==> config.mk <==
export PLATFORM = sky130hd
export DESIGN_NAME = ppfs_top
export DESIGN_NICKNAME = d
export VERILOG_FILES = /design/src/shared/ppfs_pkg.sv /design/src/rtl/ppfs_pin_cell.sv /design/src/rtl/ppfs_top.sv
export VERILOG_INCLUDE_DIRS = /design/src /design/src/shared
export SDC_FILE = /design/constraint.sdc
export NUM_CORES = 1
export LEC_CHECK = 0
export BUFFER_PORTS_ARGS = -buffer_cell sky130_fd_sc_hd__buf_2
export CAP_MARGIN = 20
export CORE_UTILIZATION = 60
export CTS_CLUSTER_SIZE = 14
export DETAILED_ROUTE_END_ITERATION = 16
export PLACE_DENSITY = 0.85
export SLEW_MARGIN = 20
export SYNTH_ARGS = -nofsm -noshare
export SYNTH_HDL_FRONTEND = slang
export SYNTH_SLANG_ARGS = --single-unit
==> constraint.sdc <==
create_clock -name i_sys_clk -period 3.5 [get_ports i_sys_clk]
set_clock_uncertainty 0.1 [all_clocks]
set_input_delay 0.525 -clock i_sys_clk [delete_from_list [all_inputs] [get_ports i_sys_clk]]
set_output_delay 0.525 -clock i_sys_clk [all_outputs]
set_load 0.05 [all_outputs]
==> src/shared/ppfs_regs.svh <==
// Notes on behaviour
// - Port 1 bit 7 input pulls up only while its pull-up enable is 1.
// - Port 3 bits 1 and 3 share one pull-up, enabled by its bit.
// - Port 3 bit 4 input pulls up only while its enable is 1.
// - Serial select goes to port 3 bit 3 only when its selector is 0.
// - Interrupt 1 comes from port 1 bit 7 when selector 0 and enabled.
// - Port 3 bit 1 carries timer B output: selector 0, control 0, mode nonzero.
// - Timer B control 1 in waveform mode makes port 3 bit 1 a plain port pin, set by its direction bit.
// - Timer B output drives port 3 bit 1 regardless of direction bit.
// - Port 3 bit 3 is open drain when serial open-drain 1, bidirectional 0.
// - Port 3 bit 4 as chip-select output is open drain when its bit is 1.
// - Port 3 bit 4 outputs channel C PWM with selector, enables and PWM set.
// - Timer mode I/O 001 or 01x gives channel C compare output on port 3 bit 4.
// - Port 3 bit 4 feeds channel C capture when I/O field top bit is 1.
// - Channel C output drives port 3 bit 4 regardless of direction bit.
`ifndef PPFS_REGS_SVH
`define PPFS_REGS_SVH
`define PPFS_ADDR_W 4
`define PPFS_OFF_PORT 4'h0
`define PPFS_OFF_DIR 4'h1
`define PPFS_OFF_PULL 4'h2
`define PPFS_OFF_PMODE 4'h3
`define PPFS_OFF_TMRA 4'h4
`define PPFS_OFF_TMRB 4'h5
`define PPFS_OFF_SER 4'h6
`define PPFS_OFF_TMRC 4'h7
`define PPFS_OFF_PIN 4'h8
`define PPFS_OFF_FUNC 4'h9
`define PPFS_RST_ZERO 8'h00
// Port/dir/pin bits
`define PPFS_B_P17 0
`define PPFS_B_P31 1
`define PPFS_B_P33 2
`define PPFS_B_P34 3
// Pull-up control
`define PPFS_B_PU_P1H 0
`define PPFS_B_PU_P3A 1
`define PPFS_B_PU_P3B 2
// Pin mode select
`define PPFS_B_SERIAL_SELECT_PIN_CHOICE 0
`define PPFS_B_EXT_IRQ1_PIN_CHOICE 1
`define PPFS_B_I2CSEL 2
`define PPFS_B_INT1EN 3
`define PPFS_B_INT3EN 4
// Timer A: [0] io select, [1] port output ctrl, [4:2] mode
`define PPFS_B_TA_IOSEL 0
`define PPFS_B_TA_PCTL 1
`define PPFS_TA_MODE_LO 2
`define PPFS_TA_MODE_HI 4
`define PPFS_TA_PULSE 3'h1
// Timer B: [0] pin choice, [1] output ctrl, [3:2] mode
`define PPFS_B_TB_SEL 0
`define PPFS_B_TB_OCTL 1
`define PPFS_TB_MODE_LO 2
`define PPFS_TB_MODE_HI 3
`define PPFS_TB_WAVE 2'h1
`define PPFS_TB_TIMER 2'h0
// Serial: [0] open drain, [1] bidir, [2] chip sel od, [4:3] css,
// [5] ssi out ctl, [6] ssi in ctl, [7] i2c enable
`define PPFS_B_SERIAL_OUT_OPEN_DRAIN 0
`define PPFS_B_BIDIR 1
`define PPFS_B_CSOD 2
`define PPFS_CSS_LO 3
`define PPFS_CSS_HI 4
`define PPFS_B_SSI_OUT 5
`define PPFS_B_SSI_IN 6
`define PPFS_B_I2C_EN 7
`define PPFS_CSS_OUT 2'h2
`define PPFS_CSS_IN 2'h3
// Timer C: [0] pin choice, [1] out disable, [2] pwm2, [3] pwm, [6:4] io,
// [10:8] clock source
`define PPFS_B_TC_SEL 0
`define PPFS_B_TC_DIS 1
`define PPFS_B_TC_PWM2 2
`define PPFS_B_TC_CHANNEL_C_PWM_ENABLE 3
`define PPFS_TC_IO_LO 4
`define PPFS_TC_IO_HI 6
`define PPFS_TC_CK_LO 8
`define PPFS_TC_CK_HI 10
`define PPFS_TC_IO_CMP1 3'h1
`define PPFS_TC_CK_EXT 3'h5
`endif

==> src/shared/ppfs_pkg.sv <==
package ppfs_pkg;
  typedef enum logic [1:0] {
    PPFS_FN_GPIO_IN,
    PPFS_FN_GPIO_OUT,
    PPFS_FN_PERIPH_OUT,
    PPFS_FN_PERIPH_IN
  } ppfs_func_t;
  typedef enum {
    PPFS_BUS_IDLE,
    PPFS_BUS_ACK
  } ppfs_bus_st_t;
endpackage

==> src/rtl/ppfs_pin_cell.sv <==
`timescale 1ns/1ns
`include "ppfs_regs.svh"
module ppfs_pin_cell
  import ppfs_pkg::*;
(
  // Clocking
  input wire logic i_sys_clk,
  input wire logic i_srst,
  input wire logic i_ce,
  // Selection
  input wire logic i_dir,
  input wire logic i_port_val,
  input wire logic i_periph_drv,
  input wire logic i_periph_val,
  input wire logic i_periph_in,
  input wire logic i_open_drain,
  input wire logic i_pu_en,
  // Pad
  input wire logic i_pad,
  output logic o_pad_out,
  output logic o_pad_oe,
  output logic o_pull_up,
  output logic o_in_val,
  output ppfs_pkg::ppfs_func_t o_func
);
  import ppfs_pkg::*;
  logic drive;
  logic val;
  logic out_r;
  logic oe_r;
  logic pu_r;
  logic in_r;
  ppfs_func_t func_r;

  // Peripheral wins over the direction bit
  assign drive = i_periph_drv | i_dir;
  assign val = i_periph_drv ? i_periph_val : i_port_val;

  always_ff @(posedge i_sys_clk) begin
    if (i_srst) begin
      out_r <= 1'b0;
      oe_r <= 1'b0;
      pu_r <= 1'b0;
      in_r <= 1'b0;
      func_r <= PPFS_FN_GPIO_IN;
    end else if (i_ce) begin
      // Open drain only pulls low; high releases the pin
      out_r <= val;
      oe_r <= drive & ~(i_open_drain & val);
      pu_r <= ~drive & i_pu_en;
      in_r <= i_pad;
      if (i_periph_drv) begin
        func_r <= PPFS_FN_PERIPH_OUT;
      end else if (i_periph_in) begin
        func_r <= PPFS_FN_PERIPH_IN;
      end else if (i_dir) begin
        func_r <= PPFS_FN_GPIO_OUT;
      end else begin
        func_r <= PPFS_FN_GPIO_IN;
      end
    end
  end

  assign o_pad_out = out_r;
  assign o_pad_oe = oe_r;
  assign o_pull_up = pu_r;
  assign o_in_val = in_r;
  assign o_func = func_r;
endmodule

==> src/rtl/ppfs_top.sv <==
// Added by the designer: the placing of the registers and the Avalon-MM interface to the registers.
`timescale 1ns/1ns
`include "ppfs_regs.svh"
module ppfs_top
  import ppfs_pkg::*;
(
  // Clocking
  input wire logic i_sys_clk,
  input wire logic i_srst,
  input wire logic i_ce,
  // Avalon-MM slave
  input wire logic [`PPFS_ADDR_W-1:0] i_avs_address,
  input wire logic i_avs_read,
  input wire logic i_avs_write,
  input wire logic [31:0] i_avs_writedata,
  input wire logic [3:0] i_avs_byteenable,
  output logic [31:0] o_avs_readdata,
  output logic o_avs_waitrequest,
  // Peripheral outputs toward pins
  input wire logic i_timer_a_out,
  input wire logic i_timer_b_out,
  input wire logic i_ssi_out,
  input wire logic i_scs_out,
  input wire logic i_i2c_sda_out,
  input wire logic i_tc_chan_c_out,
  // Pads: 0=P1_7 1=P3_1 2=P3_3 3=P3_4
  input wire logic [3:0] i_pad_in,
  output logic [3:0] o_pad_out,
  output logic [3:0] o_pad_oe,
  output logic [3:0] o_pad_pull_up,
  // Peripheral inputs from pins
  output logic o_ext_irq1,
  output logic o_ext_irq3,
  output logic o_timer_a_in,
  output logic o_ssi_in,
  output logic o_scs_in,
  output logic o_i2c_sda_in,
  output logic o_tc_ext_clock,
  output logic o_tc_capture_c
);
  import ppfs_pkg::*;

  // ----------------------------------------
  // Registers
  // ----------------------------------------
  logic [7:0] port_r;
  logic [7:0] dir_r;
  logic [7:0] pullup_control_reg_r;
  logic [7:0] pin_mode_select_reg_r;
  logic [7:0] timer_a_io_control_reg_r;
  logic [7:0] timer_b_io_control_reg_r;
  logic [7:0] sync_serial_mode_reg2_r;
  logic [15:0] timer_c_mode_reg_r;
  ppfs_bus_st_t bus_st_r;
  logic [31:0] rdata_r;
  logic wr_go;
  logic rd_go;

  // One wait cycle; requests taken in idle, answered next edge
  assign wr_go = i_ce & i_avs_write & (bus_st_r == PPFS_BUS_IDLE);
  assign rd_go = i_ce & i_avs_read & (bus_st_r == PPFS_BUS_IDLE);
  assign o_avs_waitrequest = (i_avs_read | i_avs_write) & (bus_st_r == PPFS_BUS_IDLE);

  always_ff @(posedge i_sys_clk) begin
    if (i_srst) begin
      bus_st_r <= PPFS_BUS_IDLE;
    end else if (i_ce) begin
      case (bus_st_r)
        PPFS_BUS_IDLE: begin
          if (i_avs_read | i_avs_write) begin
            bus_st_r <= PPFS_BUS_ACK;
          end
        end
        PPFS_BUS_ACK: bus_st_r <= PPFS_BUS_IDLE;
        default: bus_st_r <= PPFS_BUS_IDLE;
      endcase
    end
  end

  always_ff @(posedge i_sys_clk) begin
    if (i_srst) begin
      port_r <= `PPFS_RST_ZERO;
      dir_r <= `PPFS_RST_ZERO;
      pullup_control_reg_r <= `PPFS_RST_ZERO;
      pin_mode_select_reg_r <= `PPFS_RST_ZERO;
      timer_a_io_control_reg_r <= `PPFS_RST_ZERO;
      timer_b_io_control_reg_r <= `PPFS_RST_ZERO;
      sync_serial_mode_reg2_r <= `PPFS_RST_ZERO;
      timer_c_mode_reg_r <= {`PPFS_RST_ZERO, `PPFS_RST_ZERO};
    end else if (wr_go && i_avs_byteenable[0]) begin
      case (i_avs_address)
        `PPFS_OFF_PORT: port_r <= i_avs_writedata[7:0];
        `PPFS_OFF_DIR: dir_r <= i_avs_writedata[7:0];
        `PPFS_OFF_PULL: pullup_control_reg_r <= i_avs_writedata[7:0];
        `PPFS_OFF_PMODE: pin_mode_select_reg_r <= i_avs_writedata[7:0];
        `PPFS_OFF_TMRA: timer_a_io_control_reg_r <= i_avs_writedata[7:0];
        `PPFS_OFF_TMRB: timer_b_io_control_reg_r <= i_avs_writedata[7:0];
        `PPFS_OFF_SER: sync_serial_mode_reg2_r <= i_avs_writedata[7:0];
        `PPFS_OFF_TMRC: begin
          timer_c_mode_reg_r[7:0] <= i_avs_writedata[7:0];
          if (i_avs_byteenable[1]) begin
            timer_c_mode_reg_r[15:8] <= i_avs_writedata[15:8];
          end
        end
        default: begin
        end
      endcase
    end else if (wr_go && i_avs_byteenable[1] && i_avs_address == `PPFS_OFF_TMRC) begin
      timer_c_mode_reg_r[15:8] <= i_avs_writedata[15:8];
    end
  end

  // ----------------------------------------
  // Field decode
  // ----------------------------------------
  logic serial_select_pin_choice;
  logic ext_irq1_pin_choice;
  logic i2csel;
  logic int1_en;
  logic int3_en;
  logic ta_iosel;
  logic ta_pctl;
  logic [2:0] ta_mode;
  logic tb_sel;
  logic tb_octl;
  logic [1:0] tb_mode;
  logic [1:0] css;
  logic ssi_out_ctl;
  logic ssi_in_ctl;
  logic i2c_en;
  logic tc_sel;
  logic tc_dis;
  logic tc_pwm2;
  logic tc_channel_c_pwm_enable;
  logic [2:0] tc_io;
  logic [2:0] tc_ck;

  assign serial_select_pin_choice = pin_mode_select_reg_r[`PPFS_B_SERIAL_SELECT_PIN_CHOICE];
  assign ext_irq1_pin_choice = pin_mode_select_reg_r[`PPFS_B_EXT_IRQ1_PIN_CHOICE];
  assign i2csel = pin_mode_select_reg_r[`PPFS_B_I2CSEL];
  assign int1_en = pin_mode_select_reg_r[`PPFS_B_INT1EN];
  assign int3_en = pin_mode_select_reg_r[`PPFS_B_INT3EN];
  assign ta_iosel = timer_a_io_control_reg_r[`PPFS_B_TA_IOSEL];
  assign ta_pctl = timer_a_io_control_reg_r[`PPFS_B_TA_PCTL];
  assign ta_mode = timer_a_io_control_reg_r[`PPFS_TA_MODE_HI:`PPFS_TA_MODE_LO];
  assign tb_sel = timer_b_io_control_reg_r[`PPFS_B_TB_SEL];
  assign tb_octl = timer_b_io_control_reg_r[`PPFS_B_TB_OCTL];
  assign tb_mode = timer_b_io_control_reg_r[`PPFS_TB_MODE_HI:`PPFS_TB_MODE_LO];
  assign css = sync_serial_mode_reg2_r[`PPFS_CSS_HI:`PPFS_CSS_LO];
  assign ssi_out_ctl = sync_serial_mode_reg2_r[`PPFS_B_SSI_OUT];
  assign ssi_in_ctl = sync_serial_mode_reg2_r[`PPFS_B_SSI_IN];
  assign i2c_en = sync_serial_mode_reg2_r[`PPFS_B_I2C_EN];
  assign tc_sel = timer_c_mode_reg_r[`PPFS_B_TC_SEL];
  assign tc_dis = timer_c_mode_reg_r[`PPFS_B_TC_DIS];
  assign tc_pwm2 = timer_c_mode_reg_r[`PPFS_B_TC_PWM2];
  assign tc_channel_c_pwm_enable = timer_c_mode_reg_r[`PPFS_B_TC_CHANNEL_C_PWM_ENABLE];
  assign tc_io = timer_c_mode_reg_r[`PPFS_TC_IO_HI:`PPFS_TC_IO_LO];
  assign tc_ck = timer_c_mode_reg_r[`PPFS_TC_CK_HI:`PPFS_TC_CK_LO];

  // ----------------------------------------
  // Function claims
  // ----------------------------------------
  logic ta_pulse;
  logic ta_in_use;
  logic tb_drive;
  logic ssi_here;
  logic ssi_drive;
  logic ssi_listen;
  logic tc_base;
  logic tc_pwm_out;
  logic tc_cmp_out;
  logic tc_drive;
  logic tc_cap;
  logic scs_drive;
  logic sda_use;
  logic [3:0] periph_drv;
  logic [3:0] periph_val;
  logic [3:0] periph_in;
  logic [3:0] open_drain;
  logic [3:0] pu_en;
  logic [3:0] pin_in;
  ppfs_func_t func [4];

  // Pulse output mode: timer A owns the pin; port control must be 0
  assign ta_pulse = ~ta_iosel & ~ta_pctl & (ta_mode == `PPFS_TA_PULSE);
  assign ta_in_use = ~ta_iosel & ~ta_pctl & (ta_mode != `PPFS_TA_PULSE)
    & (ta_mode != 3'h0);
  // timer B pin claim; control 1 falls back to the port
  assign tb_drive = ~tb_sel & ~tb_octl & (tb_mode != `PPFS_TB_TIMER);
  assign ssi_here = ~serial_select_pin_choice & ~i2csel;
  assign ssi_drive = ssi_here & ssi_out_ctl;
  assign ssi_listen = ssi_here & ssi_in_ctl;
  assign tc_base = tc_sel & ~tc_dis & tc_pwm2;
  assign tc_pwm_out = tc_base & tc_channel_c_pwm_enable;
  // compare output for io 001 or 01x
  assign tc_cmp_out = tc_base & ~tc_channel_c_pwm_enable & ~tc_io[2] & (tc_io[1] | tc_io == `PPFS_TC_IO_CMP1);
  assign tc_drive = tc_pwm_out | tc_cmp_out;
  assign scs_drive = ~i2csel & (css == `PPFS_CSS_OUT) & ~tc_drive;
  assign sda_use = i2csel & i2c_en;

  // timer B beats the direction bit; as does channel C
  assign periph_drv = {tc_drive | scs_drive | sda_use, ssi_drive, tb_drive, ta_pulse};
  assign periph_val = {
    tc_drive ? i_tc_chan_c_out : (scs_drive ? i_scs_out : i_i2c_sda_out),
    i_ssi_out, i_timer_b_out, i_timer_a_out};
  assign periph_in = {
    (tc_sel & tc_pwm2 & ~tc_channel_c_pwm_enable & tc_io[2]) | (css == `PPFS_CSS_IN) | sda_use,
    ssi_listen | int3_en | (tc_ck == `PPFS_TC_CK_EXT),
    1'b0,
    ta_in_use | (~ext_irq1_pin_choice & int1_en)};
  // serial output open drain; chip select open drain
  assign open_drain = {
    (scs_drive & sync_serial_mode_reg2_r[`PPFS_B_CSOD]) | sda_use,
    sync_serial_mode_reg2_r[`PPFS_B_SERIAL_OUT_OPEN_DRAIN] & ~sync_serial_mode_reg2_r[`PPFS_B_BIDIR],
    1'b0, 1'b0};
  assign pu_en = {
    pullup_control_reg_r[`PPFS_B_PU_P3B],
    pullup_control_reg_r[`PPFS_B_PU_P3A],
    pullup_control_reg_r[`PPFS_B_PU_P3A],
    pullup_control_reg_r[`PPFS_B_PU_P1H]};

  // general port fallback inside each cell
  genvar g;
  generate
    for (g = 0; g < 4; g++) begin : g_pin
      ppfs_pin_cell u_cell (
        .i_sys_clk(i_sys_clk),
        .i_srst(i_srst),
        .i_ce(i_ce),
        .i_dir(dir_r[g]),
        .i_port_val(port_r[g]),
        .i_periph_drv(periph_drv[g]),
        .i_periph_val(periph_val[g]),
        .i_periph_in(periph_in[g]),
        .i_open_drain(open_drain[g]),
        .i_pu_en(pu_en[g]),
        .i_pad(i_pad_in[g]),
        .o_pad_out(o_pad_out[g]),
        .o_pad_oe(o_pad_oe[g]),
        .o_pull_up(o_pad_pull_up[g]),
        .o_in_val(pin_in[g]),
        .o_func(func[g])
      );
    end
  endgenerate

  // ----------------------------------------
  // Inputs to peripherals
  // ----------------------------------------
  // interrupt 1 from port 1 bit 7
  assign o_ext_irq1 = ~ext_irq1_pin_choice & int1_en & pin_in[`PPFS_B_P17];
  assign o_timer_a_in = ta_in_use & pin_in[`PPFS_B_P17];
  assign o_ext_irq3 = int3_en & pin_in[`PPFS_B_P33];
  assign o_ssi_in = ssi_listen & pin_in[`PPFS_B_P33];
  assign o_tc_ext_clock = ~dir_r[`PPFS_B_P33] & ~ssi_drive & ~ssi_listen
    & (tc_ck == `PPFS_TC_CK_EXT) & pin_in[`PPFS_B_P33];
  assign o_scs_in = ~i2csel & (css == `PPFS_CSS_IN) & pin_in[`PPFS_B_P34];
  assign o_i2c_sda_in = sda_use & pin_in[`PPFS_B_P34];
  assign o_tc_capture_c = tc_sel & tc_pwm2 & ~tc_channel_c_pwm_enable & tc_io[2] & pin_in[`PPFS_B_P34];

  // ----------------------------------------
  // Read path
  // ----------------------------------------
  always_ff @(posedge i_sys_clk) begin
    if (i_srst) begin
      rdata_r <= 32'h00000000;
    end else if (rd_go) begin
      case (i_avs_address)
        `PPFS_OFF_PORT: rdata_r <= {24'h000000, port_r};
        `PPFS_OFF_DIR: rdata_r <= {24'h000000, dir_r};
        `PPFS_OFF_PULL: rdata_r <= {24'h000000, pullup_control_reg_r};
        `PPFS_OFF_PMODE: rdata_r <= {24'h000000, pin_mode_select_reg_r};
        `PPFS_OFF_TMRA: rdata_r <= {24'h000000, timer_a_io_control_reg_r};
        `PPFS_OFF_TMRB: rdata_r <= {24'h000000, timer_b_io_control_reg_r};
        `PPFS_OFF_SER: rdata_r <= {24'h000000, sync_serial_mode_reg2_r};
        `PPFS_OFF_TMRC: rdata_r <= {16'h0000, timer_c_mode_reg_r};
        `PPFS_OFF_PIN: rdata_r <= {28'h0000000, pin_in};
        `PPFS_OFF_FUNC: rdata_r <= {24'h000000, func[3], func[2], func[1], func[0]};
        default: rdata_r <= 32'h00000000;
      endcase
    end
  end
  assign o_avs_readdata = rdata_r;

  // ----------------------------------------
  // Checks
  // ----------------------------------------
  property p_pu_p17;
    @(posedge i_sys_clk) disable iff (i_srst)
      i_ce && !dir_r[0] && !ta_pulse |=> o_pad_pull_up[0] == $past(pu_en[0]);
  endproperty
  a_pu_p17: assert property (p_pu_p17) else $error("p1.7 pullup wrong");
  property p_pu_p3a;
    @(posedge i_sys_clk) disable iff (i_srst)
      i_ce && !pullup_control_reg_r[1] |=> !o_pad_pull_up[1] && !o_pad_pull_up[2];
  endproperty
  a_pu_p3a: assert property (p_pu_p3a) else $error("shared pullup on");
  property p_pu_p34;
    @(posedge i_sys_clk) disable iff (i_srst)
      i_ce && !pullup_control_reg_r[2] |=> !o_pad_pull_up[3];
  endproperty
  a_pu_p34: assert property (p_pu_p34) else $error("p3.4 pullup on");
  property p_irq1;
    @(posedge i_sys_clk) disable iff (i_srst) ext_irq1_pin_choice |-> !o_ext_irq1;
  endproperty
  a_irq1: assert property (p_irq1) else $error("irq1 from wrong pin");
  property p_tb_drv;
    @(posedge i_sys_clk) disable iff (i_srst)
      i_ce && tb_drive |=> o_pad_oe[1] && o_pad_out[1] == $past(i_timer_b_out);
  endproperty
  a_tb_drv: assert property (p_tb_drv) else $error("timer B not driven");
  property p_tc_drv;
    @(posedge i_sys_clk) disable iff (i_srst)
      i_ce && tc_drive |=> o_pad_out[3] == $past(i_tc_chan_c_out);
  endproperty
  a_tc_drv: assert property (p_tc_drv) else $error("chan C not driven");
  property p_od33;
    @(posedge i_sys_clk) disable iff (i_srst)
      i_ce && ssi_drive && open_drain[2] && i_ssi_out |=> !o_pad_oe[2];
  endproperty
  a_od33: assert property (p_od33) else $error("p3.3 drives high");
  property p_gpio;
    @(posedge i_sys_clk) disable iff (i_srst)
      i_ce && !periph_drv[1] |=> o_pad_oe[1] == $past(dir_r[1]);
  endproperty
  a_gpio: assert property (p_gpio) else $error("gpio dir ignored");
endmodule

Word level (Yosys, flattened, before mapping). Index checks and enable logic that the tools add are counted.

Output and inout port bits: 53. Input port bits: 55. Word-level logic and storage cells: 177. Flip-flop bits (word level): 160.

Eq/ne operators: 18. Reduce and logical (&&, ||, !) cells: 19. Bitwise logic cells: 85. Multiplexer cells: 24.

Operator list (count): 16-bit one-hot mux with 10 select lines (1); 32-bit zero test (2); 32-bit two-way mux (2); 1-bit bitwise AND (49); 8-bit two-way mux (3); 1-bit inverter (21); 2-bit AND reduction (9); 4-bit by 3-bit == test with 1-bit output (second input constant) (4); 16-bit two-way mux (1); 1-bit OR (15); 2-bit two-way mux (7); 1-bit two-way mux (10); 4-bit by 2-bit == test with 1-bit output (second input constant) (2); 4-bit == test (second input constant) (2); 3-bit by 1-bit == test with 1-bit output (second input constant) (2); 2-bit == test (second input constant) (2); 4-bit by 1-bit == test with 1-bit output (second input constant) (1); 4-bit zero test (1); 2-bit != test (second input constant) (2); 2-bit nonzero test (2); 3-bit == test (second input constant) (1); 1-bit logical AND (3); 3-bit by 1-bit != test with 1-bit output (second input constant) (1); 3-bit AND reduction (1); 2 further kinds (2).

Logic depth before layout (Yosys ltp). Gate-level depths: netlist of run 1.

Depth after elaboration: 15. Mapped depth: 7. Depth with buffers taken out: 4.

By module. Synthesis of run 1 repeated with hierarchy kept, for this count alone.

Cells, all modules: 590. Area, all modules: 5487.8 µm².

Modules (own cells, without submodules): ppfs_top (cells an instance 482, area each 4456.8 µm², seq. area each 1781.7 µm², instances 1); ppfs_pin_cell (cells an instance 27, area each 257.7 µm², seq. area each 120.1 µm², instances 4).

Least setup slack after synthesis of run 1. OpenSTA, ideal clock, no wires.

Path type: register -> output. Start point: register pin_mode_select_reg_r[2]. End point: output o_scs_in. Stages on the path, launching flop included: 3. Arrival time: 1.604 ns. Slack: 1.271 ns. Cell sequence: dfxtp_1 -> clkbuf_1 -> nor3_1.

Cells in the longest elaborated chain, start to end: 3.

RTL lines: start, declared (RTL line ppfs_top.sv:49) `logic [7:0] pin_mode_select_reg_r;`; start signal, assigned (RTL line ppfs_top.sv:85) `` pin_mode_select_reg_r <= `PPFS_RST_ZERO; ``; start signal, assigned (RTL line ppfs_top.sv:95) `` `PPFS_OFF_PMODE: pin_mode_select_reg_r <= i_avs_writedata[7:0]; ``; 1-bit inverter (RTL line ppfs_top.sv:257) `` assign o_scs_in = ~i2csel & (css == `PPFS_CSS_IN) & pin_in[`PPFS_B_P34]; ``; 1-bit bitwise AND (2 in a row) (RTL line ppfs_top.sv:257); end, declared (RTL line ppfs_top.sv:36) `output logic o_scs_in,`.

Every way passes these cells.

Worst setup path after layout of run 1.
Start point: register pin_mode_select_reg_r[2]. End point: output o_tc_ext_clock.

Cells in the longest elaborated chain, start to end: 8. Elaborated cells between the ends (all ways): 10.

RTL lines: 1-bit inverter (*) (RTL line ppfs_top.sv:190) `assign ssi_here = ~serial_select_pin_choice & ~i2csel;`; 1-bit bitwise AND (*) (RTL line ppfs_top.sv:190); 1-bit bitwise AND (RTL line ppfs_top.sv:191) `assign ssi_drive = ssi_here & ssi_out_ctl;`; 1-bit inverter (RTL line ppfs_top.sv:255) `` assign o_tc_ext_clock = ~dir_r[`PPFS_B_P33] & ~ssi_drive & ~ssi_listen ``; 1-bit bitwise AND (RTL line ppfs_top.sv:255); 1-bit bitwise AND (*) (3 in a row) (RTL line ppfs_top.sv:255); end, declared (RTL line ppfs_top.sv:38) `output logic o_tc_ext_clock,`.

Every way passes the cells marked *; elsewhere a longest branch is shown, timed or not.

==> results.cfg, run 1 <==
[synthesis]
synth_edf_count = 0
synth_area_leaders = dfxtp_1, mux2i_1, nor2_1, buf_4, nand3b_1
async_reset_ff_frac = 0
yosysTopAreaCellShare = 0.413
netlist_instances = 600
syn_avg_cell_area_um2 = 9.13
synth_flop_cell = dfxtp_1
synthesis.area_mm2 = 0.00548
yosysWarnings = 0
ys_seq_area_frac = 0.413
synth_top_area_cell = dfxtp_1
synth.distinct_cells = 61
ys_seq_elements = 113

[placed_design]
gp_congestion = 0.904
port_buffers = 73
place_hpwl_um = 9690

[timing]
slew_headroom = 0.408
whs_ps = 141
rsz0062_at_grt = false
tightest_slew_ps = 883
finalSetupViolations = 0
fin_crit_sh = 0.754
hold_viol_final = 0
slew_viol_final = 0
finalCriticalPeriod_ps = 2640
fmax_ghz = 0.379
setup_tns_ps = 0

[cells_and_area]
layout-drive-gt1-share = 0.190
synthToLayoutAreaGrowth_pct = 13.0
fin_nets = 692
diodes = 0

[global_routing]
grt_max_degree = 70
grt_pass1_wl_um = 23600
met3_usage = 0.0777
grtUsageMet1 = 0.397
grt_usage = 0.319
grt_pass1_vias = 4523
met2_usage = 0.523
grt-ovfl-total = 0
busiest_layer = met2
antenna_found_initial = 0

[detailed_routing]
drt-wirelength-per-cell_um = 19.5
firstDrtPassIters = 5
routed_wl_um = 14800
drc = 0
first_iter_violations = 478
vias = 4723
ant_nets = 0
viasPerCell = 6.24

[cts]
clk_latency_ps = 520
cts-buffers-inserted = 17
clkTransAtPathRegs_ps = 60
cts_resized = 0
htreeDepth = 4
cts_tree = yes
cts_root_buffer = clkbuf_8
postCtsHoldBufs = 0
post_cts_buffers = 0
clock_path_buffers = 2
cts_num_sinks = 113

[die]
fp-row-count = 34
ioPinCount = 108
start_util = 0.625
die_y_um = 97.5
dieWidth_um = 97.5
die-area_mm2 = 0.00951
core_mm2 = 0.00876

[outcome]
status = completed

[worst_setup_path]
arrival_ps = 2010
reg2reg_from = bus_st_r[0]$_SDFFE_PP0P_
end_kind = output port
reg2reg_to = pin_mode_select_reg_r[7]$_SDFFE_PP0P_
worst_r2r_path_depth = 4
path_class = flop to output port
crit_fanout = 13
r2r_slack_ps = 1270
crit_required_ps = 2870
cp-start-kind = flop

[hold_path]
min_path_cells = 3
min_path_type = input port to flop
hold_path.startpoint = i_avs_writedata[12]
hold_end = timer_c_mode_reg_r[12]$_SDFFE_PP0P_

[run]
maxCapViolations = 0

[pwr]
power.total_uw = 3090
ir_worst_vdd_v = 0.000272
power_density_mw_per_mm2 = 500
leakagePower_uw = 0.00263
## critical path: stages, from the launching register on
cell     delay, ps
dfxtp_1        440
nor3b_1        500
nor2_1         130
and4b_1        220
buf_2          210
## power by group
part	internal (uW)	leakage, uW	switching, uW	total [uW]
clock	966	0.000252	589	1560
combinational	55.2	0.00147	169	224
sequential	1300	0.000913	11.2	1310
## sequential cells by signal (all words and copies together), names as in the netlist
| register | flops |
|---|---|
| o_avs_readdata | 16 |
| timer_c_mode_reg_r | 16 |
| dir_r | 8 |
| g_pin.u_cell.o_func | 8 |
| pin_mode_select_reg_r | 8 |
| port_r | 8 |
| pullup_control_reg_r | 8 |
| sync_serial_mode_reg2_r | 8 |
| timer_a_io_control_reg_r | 8 |
| timer_b_io_control_reg_r | 8 |
| g_pin.u_cell.o_in_val | 4 |
| g_pin.u_cell.o_pad_oe | 4 |
| g_pin.u_cell.o_pad_out | 4 |
| g_pin.u_cell.o_pull_up | 4 |
| bus_st_r | 1 |
## per-layer routing
metal | vias to the layer above | routed length [um]
met3 | 56 | 1190
met1 | 2271 | 5900
met5 | - | 0
met2 | 249 | 7090
met4 | 0 | 572
li1 | 2147 | -
## layout make-up
type | instances | area [um^2]
clock buffers | 21 | 449
clock inverters | 10 | 87.6
fillers | 656 | 2570
inverters | 9 | 33.8
multi-input cells | 419 | 2820
flip-flops and latches | 113 | 2260
well taps | 108 | 135
repair buffers | 77 | 398
## layout by cell type, fill, tap and decap left out, types with 5 or more instances in the layout
master      instances
dfxtp_1           113
mux2i_1            93
o21ai_0             9
inv_1               8
nor2_1            112
nand3_1            11
buf_2              72
nand3b_1           22
buf_4               5
conb_1             16
nor3b_1             5
clkbuf_16          16
a22oi_1             9
a211oi_1           10
nor4_1              5
nand3_2             5
nor3_1              6
clkinvlp_4          5
nand2_1            22
a21oi_1            16
## cells in the mapped netlist (all sizes together), types with 2 or more instances
cell / count
a211o: 3
a211oi: 10
a21oi: 16
a22oi: 9
a311o: 2
a311oi: 3
a31oi: 2
and2: 4
and2b: 2
and3: 3
and3b: 2
and4b: 3
buf: 48
clkbuf: 26
dfxtp: 113
inv: 9
mux2i: 93
mux4: 3
nand2: 22
nand2b: 4
nand3: 16
nand3b: 22
nand4b: 3
nor2: 112
nor2b: 4
nor3: 6
nor3b: 5
nor4: 6
nor4b: 2
o211ai: 3
o21ai: 10
o221ai: 2
o22ai: 2
o2bb2ai: 3
o32ai: 4
or2: 4
or3b: 4
## how the worst max path moves through the flow
stage	startpoint	cells past startpoint	slack [ps]	end
2_1_floorplan	pin_mode_select_reg_r[2]$_SDFFE_PP0P_	2	1270	o_scs_in
4_1_cts	pin_mode_select_reg_r[2]$_SDFFE_PP0P_	4	870	o_tc_ext_clock
6_report	pin_mode_select_reg_r[2]$_SDFFE_PP0P_	4	860	o_tc_ext_clock
3_5_place_dp	i_ce	6	860	timer_c_mode_reg_r[14]$_SDFFE_PP0P_
5_1_grt	pin_mode_select_reg_r[2]$_SDFFE_PP0P_	4	740	o_tc_ext_clock
3_3_place_gp	i_avs_address[1]	5	930	timer_c_mode_reg_r[14]$_SDFFE_PP0P_
## stage by stage
| step | util | std cells | worst slack [ps] | instance area (um^2) |
|---|---|---|---|---|
| 3_5_place_dp | 0.645 | 726 | 863 | 5650 |
| 4_1_cts | 0.706 | 757 | 874 | 6190 |
| 3_3_place_gp | 0.645 | 726 | 928 | 5650 |
| 5_1_grt | 0.706 | 757 | 742 | 6190 |
| 6_report | 0.706 | 757 | 861 | 6190 |
| 2_1_floorplan | - | 615 | 1270 | 5530 |
## cell families after synthesis
| group | Yosys count | share of synthesized area |
|---|---|---|
| compound gates | 78 | 0.100 |
| buf+inv | 83 | 0.0816 |
| flops | 113 | 0.413 |
| mux | 96 | 0.182 |
| other cells | 1 | 0.000685 |
| simple gates | 229 | 0.222 |
Power figures use the tool's default switching activity.
==> run 2: changes to the inputs <==
--- a/config.mk
+++ b/config.mk
@@ -6,12 +6,13 @@
 export SDC_FILE = /design/constraint.sdc
 export NUM_CORES = 1
 export LEC_CHECK = 0
+export ABC_AREA = 1
 export BUFFER_PORTS_ARGS = -buffer_cell sky130_fd_sc_hd__buf_2
 export CAP_MARGIN = 20
-export CORE_UTILIZATION = 60
+export CORE_UTILIZATION = 55
 export CTS_CLUSTER_SIZE = 14
 export DETAILED_ROUTE_END_ITERATION = 16
-export PLACE_DENSITY = 0.85
+export PLACE_DENSITY = 0.79
 export SLEW_MARGIN = 20
 export SYNTH_ARGS = -nofsm -noshare
 export SYNTH_HDL_FRONTEND = slang
==> constraint.sdc (replaced) <==
create_clock -name i_sys_clk -period 2.6 [get_ports i_sys_clk]
set_clock_uncertainty 0.1 [all_clocks]
set_input_delay 0.39 -clock i_sys_clk [delete_from_list [all_inputs] [get_ports i_sys_clk]]
set_output_delay 0.39 -clock i_sys_clk [all_outputs]
set_load 0.05 [all_outputs]
==> results.cfg, run 2 <==
[worst_setup_path]
cp-start-kind = flop
crit_required_ps = 2110
r2r_slack_ps = 960
path_class = flop to output port
arrival_ps = 1910
crit_fanout = 5
end_kind = output port

[synthesis]
synthesis.area_mm2 = 0.00514
async_reset_ff_frac = 0
synth.most_common_cell = nor2_1
synth.distinct_cells = 34
synth_flop_cell = dfxtp_1
ys_seq_area_frac = 0.440
netlist_instances = 732
yosysTopAreaCellShare = 0.440
synth_edf_count = 0
synth_area_leaders = dfxtp_1, nor2_1, nand2_1, o21ai_0, a21oi_1
syn_avg_cell_area_um2 = 7.03
yosysWarnings = 0
ys_seq_elements = 113
synth_common_cells = nor2_1, nand2_1, dfxtp_1
synth_top_area_cell = dfxtp_1

[outcome]
status = completed

[die]
start_util = 0.579
fp-row-count = 34
ioPinCount = 108
core_mm2 = 0.00889
die_y_um = 98.7
dieWidth_um = 98.7
die-area_mm2 = 0.00974

[timing]
hold_viol_final = 0
fin_crit_sh = 0.921
finalCriticalPeriod_ps = 2400
whs_ps = 27.6
setup_tns_ps = 0
slew_viol_final = 0
finalSetupViolations = 0
rsz0062_at_grt = false
fmax_ghz = 0.417
tightest_slew_ps = 662
slew_headroom = 0.555

[detailed_routing]
firstDrtPassIters = 5
ant_nets = 0
routed_wl_um = 14500
viasPerCell = 5.44
vias = 4959
drt-wirelength-per-cell_um = 15.9
drc = 0
first_iter_violations = 381

[pwr]
power_frac_clock = 0.500
p_sw_uw = 1110
internal-power_uw = 3020
leakagePower_uw = 0.00268
ir_worst_vdd_v = 0.000444
sw_frac_of_total = 0.269
seqPwrFrac = 0.428
power_density_mw_per_mm2 = 693
comb_power_share = 0.072

[placed_design]
gp_congestion = 1.03
port_buffers = 73
place_hpwl_um = 10200

[cts]
htreeDepth = 4
clock_path_buffers = 2
cts_tree = yes
cts-buffers-inserted = 17
cts_root_buffer = clkbuf_8
cts_resized = 0
post_cts_buffers = 0
clkTransAtPathRegs_ps = 60
cts_num_sinks = 113
postCtsHoldBufs = 0
clk_latency_ps = 520

[cells_and_area]
synthToLayoutAreaGrowth_pct = 16.1
fin_nets = 846
diodes = 0
final_cell_mix = nor2_1, nand2_1, dfxtp_1
layout_commonest_cell = nor2_1
layout-drive-gt1-share = 0.178
fillers = 798

[global_routing]
grt_pass1_wl_um = 22900
grt_max_degree = 87
grt_pass1_vias = 4620
grt_usage = 0.308
antenna_found_initial = 0
grt-ovfl-total = 0

[hold_path]
min_path_type = input port to flop

[run]
maxCapViolations = 0
[run 2: changes by cell type after synthesis, moves of 21 or more]
cell      previous run  this run
a21oi_1             16        54
mux2i_1             93         0
nor2_1             112       146
nand3b_1            22         1
o21ai_0              9        88
inv_1                8        45
nand2_1             22       142
[run 2: kinds of logic (layout without fill, tap and decap cells)]
group | Yosys count | in the layout | share of synthesized area
AOI/OAI and AO/OA | 165 | 165 | 0.169
other | 1 | 16 | 0.000729
buffers and inverters | 114 | 171 | 0.106
and+or+nand+nor | 339 | 339 | 0.285
DFF | 113 | 113 | 0.440
[run 2: final cells by class]
cell class                 instances  area (um^2)  area share
clock buffer                      18          428      0.0717
clock inverter                    14          106      0.0178
inverter                          62          235      0.0394
multi-input combinational        520         2390       0.401
sequential                       113         2260       0.379
tap                              108          135      0.0226
timing repair buffer              77          410      0.0687
[run 2: power by group through the flow]
stage | Sequential (uW) | Combinational, uW | Clock (uW)
floorplan | 1800 | 229 | 0
global placement | 1810 | 287 | 0
detailed placement | 1810 | 291 | 0
CTS | 1770 | 293 | 2090
global route | 1770 | 319 | 2160
finish | 1770 | 297 | 2070
[run 2: routing by layer]
metal	up-vias	global-route usage	wire length (um)
li1	2449	-	-
met5	-	0	0
met4	0	0.148	508
met2	206	0.520	6880
met1	2262	0.386	6160
met3	42	0.0504	930
[run 2: critical path: stages, from the launching register on]
cell and delay, ps:
dfxtp_1 460, nor2_1 100, nand2_1 110, inv_1 80, nor2_1 120, inv_1 70
nor3_1 190, buf_4 240
[run 2: worst paths after layout]
kind | from | end | depth (start not counted)
worst max-delay path | pin_mode_select_reg_r[0]$_SDFFE_PP0P_ | o_tc_ext_clock | 7
worst max register to register | bus_st_r[0]$_SDFFE_PP0P_ | timer_c_mode_reg_r[3]$_SDFFE_PP0P_ | 6
worst min register to register | o_avs_readdata[4]$_SDFFE_PP0P_ | o_avs_readdata[4]$_SDFFE_PP0P_ | 2
worst min-delay path | i_avs_writedata[12] | timer_c_mode_reg_r[12]$_SDFFE_PP0P_ | 3
[run 2: through the flow]
| stage | power [uW] | instance area, um^2 | utilization | cells | setup WS [ps] |
|---|---|---|---|---|---|
| after global routing | 4250 | 5970 | 0.672 | 912 | 17.1 |
| after global placement | 2090 | 5440 | 0.611 | 880 | 482 |
| after floorplan | 2030 | 5200 | - | 747 | 115 |
| after CTS | 4150 | 5970 | 0.671 | 912 | 138 |
| final | 4140 | 5970 | 0.672 | 912 | 204 |
| after detailed placement | 2100 | 5440 | 0.611 | 880 | 465 |
